File: config.mk
export PLATFORM = sky130hd
export DESIGN_NAME = spi_block
export DESIGN_NICKNAME = d
export VERILOG_FILES = /design/src/spi_block_pkg.sv /design/src/two_entry_buffer.sv /design/src/spi_block.sv
export SDC_FILE = /design/constraint.sdc
export NUM_CORES = 1
export LEC_CHECK = 0
export ABC_AREA = 1
export BUFFER_PORTS_ARGS = -buffer_cell sky130_fd_sc_hd__buf_4
export CAP_MARGIN = 20
export CORE_UTILIZATION = 25
export CTS_BUF_LIST = sky130_fd_sc_hd__clkbuf_8
export DETAILED_ROUTE_END_ITERATION = 8
export PLACE_DENSITY = 0.4
export SLEW_MARGIN = 20
export SYNTH_ARGS = -nofsm -noshare
export SYNTH_HDL_FRONTEND = slang
export SYNTH_HIERARCHICAL = 1
export SYNTH_SLANG_ARGS = --single-unit
File: constraint.sdc
create_clock -name clk -period 3.5 [get_ports clk]
set_input_delay 0.175 -clock clk [delete_from_list [all_inputs] [get_ports clk]]
set_output_delay 0.175 -clock clk [all_outputs]
set_load 0.02 [all_outputs]
File: src/spi_block_pkg.sv
package spi_block_pkg;

    // bus clock 200 MHz; the master serial clock is this clock divided by two
    localparam int unsigned CLK_PERIOD_PS = 5000;
    localparam int unsigned SCLK_DIVIDE   = 2;
    localparam int unsigned SCLK_PERIOD_PS = CLK_PERIOD_PS * SCLK_DIVIDE;

    localparam int unsigned BYTE_BITS = 8;
    localparam int unsigned BUF_DEPTH = 2;

    localparam logic [3:0] LAST_HALF  = 4'hf;
    localparam logic [3:0] LAST_BIT   = 4'h7;
    localparam logic [1:0] BUF_FULL   = 2'h2;
    localparam logic [7:0] RESET_BYTE = 8'h00;

    typedef enum logic [1:0] {
        IDLE = 2'b01,
        XFER = 2'b10
    } master_state_type;

    typedef struct packed {
        master_state_type mst;
        logic             div;
        logic             enQ;
        logic [3:0]       half;
        logic [3:0]       bits;
        logic [7:0]       shifter;
        logic [7:0]       hold;
        logic             holdValid;
        logic [7:0]       rxBuf;
        logic             outBit;
        logic             prevSclk;
        logic             prevSs;
        logic             slvBusy;
        logic             shEmpty;
        logic             txEmpty;
        logic             rxFull;
        logic             byteDone;
        logic             overrun;
        logic             armed;
        logic             irq;
        logic             donePending;
        logic             sclk;
        logic             sclkOeN;
        logic             mosi;
        logic             miso;
    } state_type;

    localparam state_type RESET_STATE = '{
        mst:     IDLE,
        shEmpty: 1'b1,
        sclkOeN: 1'b1,
        miso:    1'b1,
        default: '0
    };

    typedef struct packed {
        logic [7:0] head;
        logic [7:0] tail;
        logic [1:0] count;
        logic       ready;
    } buffer_state_type;

    localparam buffer_state_type BUF_RESET = '{
        head:    RESET_BYTE,
        tail:    RESET_BYTE,
        count:   2'h0,
        ready:   1'b1
    };

endpackage : spi_block_pkg

File: src/two_entry_buffer.sv
`timescale 1ns/1ps
module two_entry_buffer (
    input  wire logic       clk,
    input  wire logic       reset_n,
    input  wire logic [7:0] inData,
    input  wire logic       inValid,
    output logic            inReady,
    output logic [7:0]      outData,
    output logic            outValid,
    input  wire logic       outReady
);

    spi_block_pkg::buffer_state_type s;
    spi_block_pkg::buffer_state_type n;
    logic                            push;
    logic                            pop;

    // ready is registered so the writer never sees a combinational path
    always_comb begin
        n    = s;
        push = inValid & s.ready;
        pop  = outReady & (s.count != 2'h0);
        case ({push, pop})
            2'b10: begin
                if (s.count == 2'h0) begin
                    n.head = inData;
                end else begin
                    n.tail = inData;
                end
                n.count = s.count + 2'h1;
            end
            2'b01: begin
                n.head  = s.tail;
                n.count = s.count - 2'h1;
            end
            2'b11: begin
                if (s.count == 2'h1) begin
                    n.head = inData;
                end else begin
                    n.head = s.tail;
                    n.tail = inData;
                end
            end
            default: begin
                n.count = s.count;
            end
        endcase
        n.ready = (n.count != spi_block_pkg::BUF_FULL);
    end

    always_ff @(posedge clk or negedge reset_n) begin
        if (!reset_n) begin
            s <= spi_block_pkg::BUF_RESET;
        end else begin
            s <= n;
        end
    end

    assign inReady  = s.ready;
    assign outData  = s.head;
    assign outValid = (s.count != 2'h0);

endmodule : two_entry_buffer

File: src/spi_block.sv
// What this block does
// - phase 0: sample leading, change trailing
// - phase 1: change leading, sample trailing
// - polarity 1 idles clock high, else low
// - four SPI mode numbers accepted
// - master output shows chosen shifter end bit
// - divider goes to one then toggles
// - master disable idles pins, resets state
// - master write loads shifter and starts transfer
// - waiting byte follows last bit immediately
// - tx empty on enable, irq armed later
// - rx full on eighth capture, read clears
// - byte done timing depends on mode
// - overrun flagged half clock before rx full
// - slave drives MISO only enabled and selected
// - slave keeps auxiliary output tri-stated
// - slave disable idles MISO, resets state
// - slave select from pin or firmware
// - negated select resets slave, ignores lines
// - slave loads shifter only when free
// - modes 0/1 transfer starts at select
// - modes 2/3 transfer starts at leading edge
`timescale 1ns/1ps
module spi_block (
    input  wire logic       clk,
    input  wire logic       reset_n,
    input  wire logic       enable,
    input  wire logic       masterMode,
    input  wire logic [1:0] spiMode,
    input  wire logic       lsbFirst,
    input  wire logic [1:0] auxPinSelect,
    input  wire logic       auxFirmwareSelectEnable,
    input  wire logic [3:0] auxIn,
    input  wire logic [7:0] txData,
    input  wire logic       txValid,
    output logic            txReady,
    input  wire logic       rxRead,
    input  wire logic       statusRead,
    output logic [7:0]      rxData,
    output logic            txEmpty,
    output logic            rxFull,
    output logic            byteDone,
    output logic            rxOverflow,
    output logic            txEmptyIrq,
    input  wire logic       sclkIn,
    output logic            sclkOut,
    output logic            sclkOeN,
    input  wire logic       mosiIn,
    output logic            mosiOut,
    input  wire logic       misoIn,
    output logic            misoOut
);

    spi_block_pkg::state_type s;
    spi_block_pkg::state_type n;

    logic       pol;
    logic       pha;
    logic       ssActive;
    logic       lead;
    logic       trail;
    logic       inBit;
    logic       sampleNow;
    logic       changeNow;
    logic       capture;
    logic       loadNow;
    logic       popReady;
    logic [7:0] bufData;
    logic       bufValid;

    function automatic logic [7:0] shiftIn(input logic [7:0] v, input logic lsb, input logic b);
        shiftIn = lsb ? {b, v[7:1]} : {v[6:0], b};
    endfunction : shiftIn

    function automatic logic endBit(input logic [7:0] v, input logic lsb);
        endBit = lsb ? v[0] : v[7];
    endfunction : endBit

    // staging ahead of tx_buffer so a burst of writes is held, not dropped
    two_entry_buffer txStage (
        .clk      (clk),
        .reset_n  (reset_n),
        .inData   (txData),
        .inValid  (txValid),
        .inReady  (txReady),
        .outData  (bufData),
        .outValid (bufValid),
        .outReady (popReady)
    );

    always_comb begin
        n         = s;
        pol       = spiMode[1];
        pha       = spiMode[0];
        sampleNow = 1'b0;
        changeNow = 1'b0;
        capture   = 1'b0;
        loadNow   = 1'b0;
        lead      = 1'b0;
        trail     = 1'b0;
        inBit     = misoIn;
        // firmware select drives the slave select itself when enabled
        ssActive  = auxFirmwareSelectEnable ? ~auxPinSelect[0] : ~auxIn[auxPinSelect];
        n.enQ     = enable;
        n.prevSs  = ssActive;
        // first enabled cycle never pops, so tx empty shows at once
        popReady  = s.enQ & enable & ~s.holdValid;

        if (bufValid && popReady) begin
            n.hold      = bufData;
            n.holdValid = 1'b1;
        end

        // clears first; any set below in the same cycle wins
        if (statusRead) begin
            n.byteDone = 1'b0;
            n.overrun  = 1'b0;
        end
        if (rxRead) begin
            n.rxFull = 1'b0;
        end
        n.donePending = 1'b0;
        if (s.donePending) begin
            n.byteDone = 1'b1;
        end

        if (masterMode) begin
            n.slvBusy = 1'b0;
            n.div     = ~s.div;
            case (s.mst)
                spi_block_pkg::IDLE: begin
                    n.sclk = pol;
                    // start aligned with the divider so edges follow the bit clock
                    if (s.holdValid && s.div) begin
                        loadNow = 1'b1;
                        n.mst   = spi_block_pkg::XFER;
                        n.bits  = 4'h0;
                    end
                end
                spi_block_pkg::XFER: begin
                    n.half = s.half + 4'h1;
                    if (!s.half[0]) begin
                        n.sclk    = ~pol;
                        changeNow = pha;
                        sampleNow = ~pha;
                    end else begin
                        n.sclk    = pol;
                        changeNow = ~pha;
                        sampleNow = pha;
                    end
                    if (s.half == spi_block_pkg::LAST_HALF) begin
                        if (s.holdValid) begin
                            loadNow = 1'b1;
                        end else begin
                            n.mst = spi_block_pkg::IDLE;
                        end
                    end
                end
                default: begin
                    n.mst = spi_block_pkg::IDLE;
                end
            endcase
        end else begin
            n.mst      = spi_block_pkg::IDLE;
            n.div      = 1'b0;
            n.half     = 4'h0;
            n.sclk     = pol;
            inBit      = mosiIn;
            n.prevSclk = sclkIn;
            lead       = (sclkIn != s.prevSclk) && (sclkIn != pol);
            trail      = (sclkIn != s.prevSclk) && (sclkIn == pol);
            if (!ssActive) begin
                n.slvBusy = 1'b0;
                n.bits    = 4'h0;
            end else begin
                if (!pol && !s.prevSs) begin
                    n.slvBusy = 1'b1;
                end
                if (lead) begin
                    n.slvBusy = 1'b1;
                end
                changeNow = pha ? lead : trail;
                sampleNow = pha ? trail : lead;
            end
            // byte must already sit in tx_buffer before the partner starts
            if (!s.slvBusy && s.shEmpty && s.holdValid && !(lead && ssActive)) begin
                loadNow = 1'b1;
            end
        end

        if (sampleNow) begin
            n.shifter = shiftIn(s.shifter, lsbFirst, inBit);
            n.bits    = s.bits + 4'h1;
            if (s.bits == spi_block_pkg::LAST_BIT) begin
                capture = 1'b1;
            end
        end
        if (changeNow) begin
            n.outBit = endBit(s.shifter, lsbFirst);
            // rx_buffer is a latch in spirit: overrun shows one edge early
            if (s.bits == spi_block_pkg::LAST_BIT && s.rxFull) begin
                n.overrun = 1'b1;
            end
        end
        if (capture) begin
            n.rxBuf   = n.shifter;
            n.rxFull  = 1'b1;
            n.bits    = 4'h0;
            n.slvBusy = 1'b0;
            n.shEmpty = 1'b1;
            if (pol) begin
                n.byteDone = 1'b1;
            end else begin
                n.donePending = 1'b1;
            end
        end
        if (loadNow) begin
            n.shifter   = s.hold;
            n.outBit    = endBit(s.hold, lsbFirst);
            n.holdValid = 1'b0;
            n.shEmpty   = 1'b0;
            n.armed     = 1'b1;
        end

        if (!enable) begin
            n.mst         = spi_block_pkg::IDLE;
            n.div         = 1'b0;
            n.half        = 4'h0;
            n.bits        = 4'h0;
            n.holdValid   = 1'b0;
            n.slvBusy     = 1'b0;
            n.shEmpty     = 1'b1;
            n.rxFull      = 1'b0;
            n.byteDone    = 1'b0;
            n.overrun     = 1'b0;
            n.armed       = 1'b0;
            n.donePending = 1'b0;
            n.sclk        = pol;
            n.outBit      = endBit(s.shifter, lsbFirst);
        end

        n.txEmpty = enable & ~n.holdValid;
        n.irq     = n.txEmpty & n.armed;
        n.sclkOeN = ~masterMode;
        n.mosi    = n.outBit;
        n.miso    = (!masterMode && enable && ssActive) ? n.outBit : 1'b1;
    end

    always_ff @(posedge clk or negedge reset_n) begin
        if (!reset_n) begin
            s <= spi_block_pkg::RESET_STATE;
        end else begin
            s <= n;
        end
    end

    assign rxData     = s.rxBuf;
    assign txEmpty    = s.txEmpty;
    assign rxFull     = s.rxFull;
    assign byteDone   = s.byteDone;
    assign rxOverflow = s.overrun;
    assign txEmptyIrq = s.irq;
    assign sclkOut    = s.sclk;
    assign sclkOeN    = s.sclkOeN;
    assign mosiOut    = s.mosi;
    assign misoOut    = s.miso;
endmodule : spi_block

# --- Yosys cells after proc, flatten, opt, wreduce, memory -nomap -nowiden ---
# Cells that the tools add are included.
op_classes:
  n_addsub: 4
  order_cmp: 1
  eq_ne: 26
  mux: 76
  bitwise: 14
  reduce_logical: 25
ops:
  columns: ["cell", "n"]
  rows:
  - ["8-bit two-way mux", 8]
  - ["1-bit two-way mux", 44]
  - ["4-bit two-way mux", 6]
  - ["8-bit case mux with 3 select lines", 1]
  - ["2-bit two-way mux", 8]
  - ["8-bit case mux with 2 select lines", 1]
  - ["1-bit logical AND", 12]
  - ["12-bit two-way mux", 1]
  - ["4-bit != test (second input constant)", 3]
  - ["5-bit by 2-bit != test with 1-bit output (second input constant)", 2]
  - ["3-bit AND reduction", 3]
  - ["4-bit by 1-bit adder with 4-bit output (second input constant)", 2]
  - ["1-bit inverter", 8]
  - ["2-bit case mux with 2 select lines", 2]
  - ["1-bit AND", 6]
  - ["2-bit by 1-bit == test with 1-bit output (second input constant)", 3]
  - ["2-bit == test (second input constant)", 3]
  - ["3-bit two-way mux", 2]
  - ["2-bit != test (second input constant)", 3]
  - ["3-bit by 1-bit != test with 1-bit output (second input constant)", 2]
  - ["6-bit by 3-bit != test with 1-bit output (second input constant)", 1]
  - ["1-bit logical NOT", 5]
  - ["5-bit by 3-bit != test with 1-bit output (second input constant)", 1]
  - ["4-bit by 3-bit == test with 1-bit output (second input constant)", 1]
  - ["other kinds (15)", 18]
totals:
  ff_bits: 71
  input_bits: 28
  out_inout_bits: 18
  word_cells: 174

# --- Depth between registers and ports, before layout ---
# Gate-level depths: netlist of run 1.
logic_depth:
  ltp_word: 14
  mapped_depth: 13
  depth_no_buf: 12

# --- Cells and area by module ---
# The synthesis of run 1 kept the hierarchy.
modules_own_cells:
  columns: ["module", "instances", "cells_each", "area_each_um2", "seq_area_each_um2"]
  rows:
  - ["spi_block", 1, 365, 2708.8, 1306.3]
  - ["two_entry_buffer", 1, 152, 1128.6, 476.7]

# --- Least setup slack after synthesis of run 1 ---
# No wires, ideal clock.
synth_timing:
  path_type: "register -> register"
  startpoint: "register txStage/s[1] (netlist name)"
  endpoint: "register txStage/s[10] (netlist name)"
  setup_time_ps: 126
  arrival_ps: 1676
  required_ps: 3374
  setup_slack_ps: 1698
  path_stages_with_launch: 12
  path_buffers: 2
  period_less_slack_ps: 1802
  path_cell_list: "dfrtp_1 -> inv_1 -> ha_1 -> inv_2 -> nand2_2 -> buf_6 -> inv_1 -> ha_1 -> or2_4 -> nand3_4 -> buf_6 -> o21ai_0"
synth_via:
  elab_chain_len: 5
  word_cells_on_any_way: 11
  cone_classes: "eq/ne (5); mux (1); bitwise (1); reduce/logical (4)"
synth_rtl:
  columns: ["element", "line_no", "source"]
  rows:
  - ["start, declared", "two_entry_buffer.sv:13", "spi_block_pkg::buffer_state_type s;"]
  - ["start signal, assigned", "two_entry_buffer.sv:53", "s <= spi_block_pkg::BUF_RESET;"]
  - ["start signal, assigned", "two_entry_buffer.sv:55", "s <= n;"]
  - ["2-bit nonzero test (*)", null, null]
  - ["net bufValid", "spi_block.sv:69", "logic bufValid;"]
  - ["1-bit AND (*)", "two_entry_buffer.sv:22", "pop = outReady & (s.count != 2'h0);"]
  - ["2-bit == test", "two_entry_buffer.sv:23", "case ({push, pop})"]
  - ["2-bit != test (no line) or 2-bit nonzero test (tied branches)", null, null]
  - ["3-bit AND reduction (no line)", null, null]
# Mark *: on every way through the listed nets, which the timed path passes. The rest lies on a longest branch.
# A chain may end at the register's enable or synchronous reset.

# --- Final worst setup path of run 1 ---
layout_timing:
  startpoint: "register txStage/s[1] (netlist name)"
  endpoint: "register txStage.s, in the netlist txStage/outData[1]"
layout_via:
  elab_chain_len: 5
  word_cells_on_any_way: 12
  cone_classes: "eq/ne (5); mux (2); bitwise (1); reduce/logical (4)"
layout_rtl:
  columns: ["element", "line_no"]
  rows:
  - ["2-bit nonzero test (*)", null]
  - ["net bufValid", "spi_block.sv:69"]
  - ["1-bit AND (*)", "two_entry_buffer.sv:22"]
  - ["2-bit == test or 2-bit by 1-bit == test with 1-bit output (tied branches)", "two_entry_buffer.sv:23"]
  - ["2-bit by 1-bit != test with 1-bit output (no line) or 3-bit nonzero test (tied branches)", null]
  - ["2-bit AND reduction (no line)", null]
# Marks and branches as above.

==> results.md, run 1 <==
* Outcome: completed
* Wire per inst at 11.3 microns
* Hold path depth at 2
* Final cell count without fillers at 740
* Pint at ~1.6 mW
* Period Utilization, post-route at between 50% and 60%
* Worst min path class: in2reg
* TritonCTS buffer count at 9
* IO buf count at between 40 and 50
* Final TNS setup at 0 ns
* Die Wd at between 100 and 150 microns
* CP required at ~3.8 ns
* Mapped cell area at roughly 0.0038 sq mm
* Ratio of cells with drive above 1 in the final layout at 15.6%
* Hold_sp: spiMode[1]
* Most numerous cell on the critical path: nand2_1
* Worst R2R End: txStage/outData[1]$_DFFE_PN0P_
* Startpoint Class: flip-flop
* PwrDens at between 500 and 600 mW/mm^2
* Netlist cell types at 33
* MaxCap Viol Count at 0
* Worst vdd ir at roughly 240 uV
* TritonRoute pass-1 iters at 4
* Via count at 3066
* Worst hold margin at 0.0473 ns
* Initial drt markers at around 170
* Power share of the clock group at ~28%
* CTS Buffer Depth at 2
* Cts repair resizes at 0
* Finish-stage setup viols at 0
* Clock latency on the worst-skew pair at approximately 0.36 ns
* Buf+Inv Stages, Crit Path at 3
* Net switching power at slightly above 800 uW
* Die height at around 130 microns
* Seq pwr share at between 40% and 50%
* Synth Flop Type: dfrtp_1
* Die area at 0.0158 sq mm
* First-pass GRT wire length at 14.7 mm
* CP max stage cell: dfrtp_1
* CP Max Fanout at 12
* CTS sink count at a little over 70
* Util after Layout at 30.1%
* Register bit count reported by yosys at 71
* Starting Density at roughly a quarter
* Rel. slew slack at between 30% and 40%
* Comb power frac at roughly 26%
* Area grow syn2layout at 15.7%
* Fmax at 497 MHz
* RSZ-0062 raised after global routing: no
* N_diodes at 0
* CTS tree: done
* R2r startpoint: txStage/s[1]$_DFF_PN0_
* Worst-Margin Slew at 0.920 ns
* WS Path Type: reg2reg
* HPWL after DPL at a little over 6 mm
* Htree depth at 3
* Switching share of power at 34.1%
* Final WL at roughly 8.4 mm
* Vias per cell at slightly above 4
* Pre-CTS setup slack at roughly 1.5 ns
* Final Hold Fails at 0
* Hold Path End: s[4]$_DFF_PN0_
* RD Place Congestion at around 0.75
* Final setup skew at 0.0112 ns
* Post-synth EDFFs at 0
* Asr flop ratio synth at 100%
* Reg2Reg Setup Slack at 1.49 ns
* CP delay by family, top: simple AND/OR/NAND/NOR gates
* Leakage at 2.45 nW
* Yosys Warn Count at 6
* GRT Util Overall at about an eighth
* Largest net degree at the start of global routing at 72
* Worst r2r path cells at 12
* Fin area at around 0.0044 sq mm
* Post-CTS setup buffer count at 0
* Commonest non-fill, non-tap cells in the layout: nand2_1, dfrtp_1, inv_1
* Post-route ant nets at 0
* Final worst setup slack at 1.49 ns
* Syn Inst Count at just over 500
* Commonest non-fill, non-tap cell in the layout: nand2_1
* Number of global-route vias before repair at approximately 3000
* Crit path DAT at ~2.3 ns
* Sequential share of the synthesized area at between 40 and 50%
* Critical Path End Type: flip-flop
* Post-DP Area at between 0.004 and 0.005 sq mm
* Initial antenna violation count at 0
* Top-Level Pins at 46
* Grt ovf at 0
* Total Power at about 2.4 mW
* Syn nets at ~560
* Final #Nets at 589
* CTS root buf: clkbuf_8
* Syn avg cell area at about 7.4 sq um
* Worst-path clk slew at 0.08 ns
* Row count at 44
* Delay of the slowest cell on the worst path at roughly 0.41 ns
* Core footprint at approximately 0.015 sq mm
* Slew Viols, Final at 0
* Cell-by-cell trace of the critical path: inv_1 -> ha_1 -> inv_2 -> nand2_2 -> inv_1 -> ha_1 -> nand2_1 -> nand3_2 -> nand2_1 -> nand2_1 -> nand2_1 -> nand2_1
* DRC viols at 0
* Placed instance count at around 720
* Fin crit period at a little over 2 ns
what timing repair did:
item / 4_1_cts / 5_1_grt
hold endpoints to repair: 49 / 0
hold buffers: 2 / 0
setup endpoints to repair: 0 / 0
state kept, by name, indices dropped and copies added (netlist names):
| register | cells |
|---|---|
| byteDone | 1 |
| misoOut | 1 |
| mosiOut | 1 |
| rxData | 8 |
| rxFull | 1 |
| rxOverflow | 1 |
| s | 35 |
| sclkOeN | 1 |
| sclkOut | 1 |
| txEmpty | 1 |
| txEmptyIrq | 1 |
| txStage/inReady | 1 |
| txStage/outData | 8 |
| txStage/s | 10 |
final cells by class:
class	instances	area (sq um)
clock inverter	6	60.1
timing repair buffer	47	358
clock buffer	10	138
tap	184	230
multi-input combinational	360	1640
sequential	71	1780
inverter	62	233
fill	1608	10300
routing by layer:
layer  vias to the layer above  track usage (%)  share of wire [%]
met1                      1363             15.9                 52
met5                         -                0                  0
met3                         8             3.99                4.2
met4                         0             3.19                1.1
li1                       1650                -                  -
met2                        45             17.6                 42
cell usage after synthesis, types with 2 or more instances:
library cell	number	area share, %
a21boi_0	2	0.39
a21oi_1	11	1.4
buf_4	17	3.3
buf_6	4	1.2
dfrtp_1	66	43
dfstp_2	5	3.4
ha_1	10	3.3
inv_1	56	5.5
inv_2	5	0.49
nand2_1	241	24
nand2_2	7	1.1
nand2_4	2	0.59
nand3_1	21	2.7
nand4_1	5	0.82
nor2_1	19	1.9
nor3_1	3	0.39
o21ai_0	25	3.3
o21ai_2	2	0.46
o22ai_1	2	0.33
how the worst max path moves through the flow:
| stage | from | cells past startpoint | endpoint | slack (ns) |
|---|---|---|---|---|
| final | txStage/s[1]$_DFF_PN0_ | 12 | txStage/outData[1]$_DFFE_PN0P_ | 1.49 |
| after global routing | txStage/s[1]$_DFF_PN0_ | 12 | txStage/outData[1]$_DFFE_PN0P_ | 1.19 |
| after CTS | txStage/s[1]$_DFF_PN0_ | 12 | txStage/outData[1]$_DFFE_PN0P_ | 1.47 |
| after detailed placement | txStage/s[1]$_DFF_PN0_ | 12 | txStage/outData[1]$_DFFE_PN0P_ | 1.49 |
| after global placement | txStage/s[1]$_DFF_PN0_ | 12 | txStage/outData[1]$_DFFE_PN0P_ | 1.51 |
| after floorplan | txStage/s[1]$_DFF_PN0_ | 11 | txStage/s[10]$_DFFE_PN0P_ | 1.70 |
power by group through the flow:
stage          logic (mW)  registers (mW)  clock network (mW)
5_1_grt             0.729            1.14               0.740
3_5_place_dp        0.623            1.14                   0
4_1_cts             0.628            1.12               0.708
6_report            0.611            1.12               0.671
3_3_place_gp        0.620            1.13                   0
2_1_floorplan       0.507            1.12                   0
cells by family after synthesis:
family	synth area share (%)
adders and majority gates	3.26
xor gates and xnor gates	0.457
DFF	46.5
muxes	0.261
AOI/OAI and AO/OA	6.29
buffers and inverters	10.9
and+or+nand+nor	32.4
Power figures use the tool's default switching activity.
==> run 2, diff against run 1 <==
--- a/config.mk
+++ b/config.mk
@@ -5,13 +5,13 @@
 export SDC_FILE = /design/constraint.sdc
 export NUM_CORES = 1
 export LEC_CHECK = 0
-export ABC_AREA = 1
+export ABC_AREA = 0
 export BUFFER_PORTS_ARGS = -buffer_cell sky130_fd_sc_hd__buf_4
 export CAP_MARGIN = 20
 export CORE_UTILIZATION = 25
 export CTS_BUF_LIST = sky130_fd_sc_hd__clkbuf_8
 export DETAILED_ROUTE_END_ITERATION = 8
-export PLACE_DENSITY = 0.4
+export PLACE_DENSITY = 0.41
 export SLEW_MARGIN = 20
 export SYNTH_ARGS = -nofsm -noshare
 export SYNTH_HDL_FRONTEND = slang
==> constraint.sdc (replaced) <==
create_clock -name clk -period 1.7 [get_ports clk]
set_input_delay 0.085 -clock clk [delete_from_list [all_inputs] [get_ports clk]]
set_output_delay 0.085 -clock clk [all_outputs]
set_load 0.02 [all_outputs]
==> run 2 against run 1 <==
The flow now finishes with violations (setup timing). Critical path type unchanged. Sequential share of layout area down 7.0 points. Synthesized area fell by 3.6%. Clock power increased by 120%. Largest cell class is now multi-input combinational cells. Sequential power increased by 130%.
==> results.md, run 2 <==
* Worst r2r path cells at 7
* Worst hold margin at 0.0160 ns
* Final WL at between 8 and 9 mm
* Largest registers: s x35, txStage/s x10
* Initial drt markers at slightly above 80
* Register bit count reported by yosys at 71
* MaxCap Viol Count at 0
* Outcome: finished, violations left
* CTS sink count at 71
* Syn avg cell area at roughly 11 sq um
* RD Place Congestion at between 0.7 and 0.8
* Final worst setup slack at -0.209 ns
* Ratio of cells with drive above 1 in the final layout at a little over half
* Slew Viols, Final at 0
* Worst R2R End: txStage/s[7]$_DFFE_PN0P_
* Largest reg by FF count: s
* DRC viols at 0
* Area leader, netlist: dfrtp_1
* Initial antenna violation count at 0
* Leakage at 2.44 nW
* Asr flop ratio synth at 100%
* Syn nets at between 300 and 400
* Htree depth at 3
* TritonCTS buffer count at 9
* Worst-Margin Slew at ~0.55 ns
* Worst vdd ir at around 400 uV
* Post-synth EDFFs at 0
* Finish-stage setup viols at 37
* Fin crit period at between 1.5 and 2 ns
* Area grow syn2layout at 45.4%
* Final Hold Fails at 0
* CTS tree: done
* Area of the multi-input gates at approximately 0.0021 sq mm
* Commonest non-fill, non-tap cell in the layout: buf_4
* Clock latency on the worst-skew pair at between 0.3 and 0.4 ns
* Reg area at about 0.0018 sq mm
* GRT Util Overall at 12.2%
* Synth top area cells: dfrtp_1, mux2_2, mux2i_1
* PwrDens at 1160 mW/mm^2
* Hold_sp: sclkIn
* Yosys Warn Count at 6
* Vias per cell at 4.50
* CTS root buf: clkbuf_8
* # fillers at approximately 1400
* CP Max Fanout at 8
* Row count at 44
* Final #Nets at 460
* Grt ovf at 0
* Critical Path End Type: flip-flop
* Final setup skew at around 0.0066 ns
* Crit path DAT at about 2.2 ns
* Period Utilization, post-route at 112%
* Post-synth top cells: dfrtp_1, mux2_2, o21ai_0
* Starting Density at between 20% and 30%
* Worst-path clk slew at ~0.080 ns
* Top-Level Pins at 46
* Syn Inst Count at 333
* Max FFs per register at 35
* Hold Path End: s[14]$_DFFE_PN0N_
* Fmax at ~520 MHz
* Via count at 2751
* Die height at 124 microns
* CP required at 1.94 ns
* Core footprint at 0.0145 sq mm
* Mapped cell area at approximately 0.0037 sq mm
* N_diodes at 0
* HPWL after DPL at between 5 and 6 mm
* CTS Buffer Depth at 2
* First-pass GRT wire length at between 10 and 15 mm
* Yosys top cell area share at between 40 and 50%
* RSZ-0062 raised after global routing: yes
* Die area at about 0.015 sq mm
* Wire per inst at about 14 microns
* Netlist cell types at 55
* Hold path depth at 2
* Reg2Reg Setup Slack at -0.21 ns
* Post-route ant nets at 0
* TritonRoute pass-1 iters at 4
* Startpoint Class: flip-flop
* WS Path Type: reg2reg
* Sequential share of the synthesized area at about half
* Top-count cell post-synth: dfrtp_1
* Largest net degree at the start of global routing at 42
* Number of global-route vias before repair at approximately 2800
* Die Wd at between 100 and 150 microns
* Total Power at 6.22 mW
* Failing checks: setup timing
* Commonest non-fill, non-tap cells in the layout: buf_4, dfrtp_1, mux2_2
* Rel. slew slack at 63.5%
* Synth Flop Type: dfrtp_1
* R2r startpoint: s[24]$_DFF_PN0_
* Worst min path class: in2reg
* IO buf count at between 40 and 50
* Pre-CTS setup slack at -0.546 ns
[run 2: cell types whose count changed after synthesis, moves of 8 or more]
cell      before  now
nand3_1       21    4
mux2_4         0    8
nand2_1      241   23
a31oi_1        0    9
mux2_2         0   26
inv_1         56   14
mux2i_1        1   17
clkbuf_1       1    9
[run 2: worst max-delay path by stage]
stage / startpoint / end / slack (ns) / cells past startpoint
after floorplan: s[24]$_DFF_PN0_ / txStage/s[10]$_DFFE_PN0P_ / -0.48 / 10
after global placement: s[24]$_DFF_PN0_ / txStage/s[7]$_DFFE_PN0P_ / -0.46 / 6
after detailed placement: s[24]$_DFF_PN0_ / txStage/s[8]$_DFFE_PN0P_ / -0.55 / 7
after CTS: s[24]$_DFF_PN0_ / txStage/s[7]$_DFFE_PN0P_ / -0.22 / 7
after global routing: s[24]$_DFF_PN0_ / txStage/s[7]$_DFFE_PN0P_ / -0.28 / 6
final: s[24]$_DFF_PN0_ / txStage/s[7]$_DFFE_PN0P_ / -0.21 / 7
[run 2: worst max-delay path: stages, from the launching register on]
cell,delay (ns)
dfrtp_1,0.38
and3b_2,0.24
nor2b_4,0.18
buf_6,0.12
ha_4,0.14
nor2_4,0.03
a211o_4,0.38
mux2_4,0.32
[run 2: stage by stage]
step / std cells / TNS [ns] / area (sq um) / utilization (%)
floorplan: 333 / -5.44 / 3760 / -
global placement: 567 / -7.12 / 4400 / 30.4
detailed placement: 567 / -8.94 / 4400 / 30.4
CTS: 609 / -4.05 / 5120 / 35.4
global route: 611 / -7.54 / 5380 / 37.1
finish: 611 / -4.17 / 5380 / 37.1
[run 2: timing repair]
action,in CTS,in global routing
endpoints found under the hold margin,48,0
setup endpoints to repair,43,58
hold buffers,10,0
pin swaps,30,22
setup buffers,13,7
gates cloned,3,1
resized for setup,73,56
[run 2: cell families after synthesis]
kind of cell    Yosys count  share of synthesized area, %
compound gates           73                          13.6
xor+xnor                  5                          1.39
fa+ha+maj                10                          3.38
buf+inv                  47                          7.30
flops                    71                          48.2
mux                      51                          15.8
simple gates             76                          10.4
[run 2: area by class of cell]
class | instances | share of cell area, %
Multi-Input combinational cell | 215 | 39.2
Sequential cell | 71 | 33.2
Timing Repair Buffer | 110 | 18.4
Tap cell | 184 | 4.28
Clock buffer | 9 | 2.30
Clock inverter | 7 | 1.65
Inverter | 15 | 1.07
[run 2: report_power, final]
| part | internal [mW] | switching (mW) |
|---|---|---|
| logic | 1.23 | 0.985 |
| clock network | 0.815 | 0.670 |
| registers | 2.16 | 0.361 |
[run 2: per-layer routing]
metal	global-route usage [%]	wire, microns
met4	6.10	190
met2	19.6	4060
met1	15.5	4010
met3	2.38	265
met5	0	0
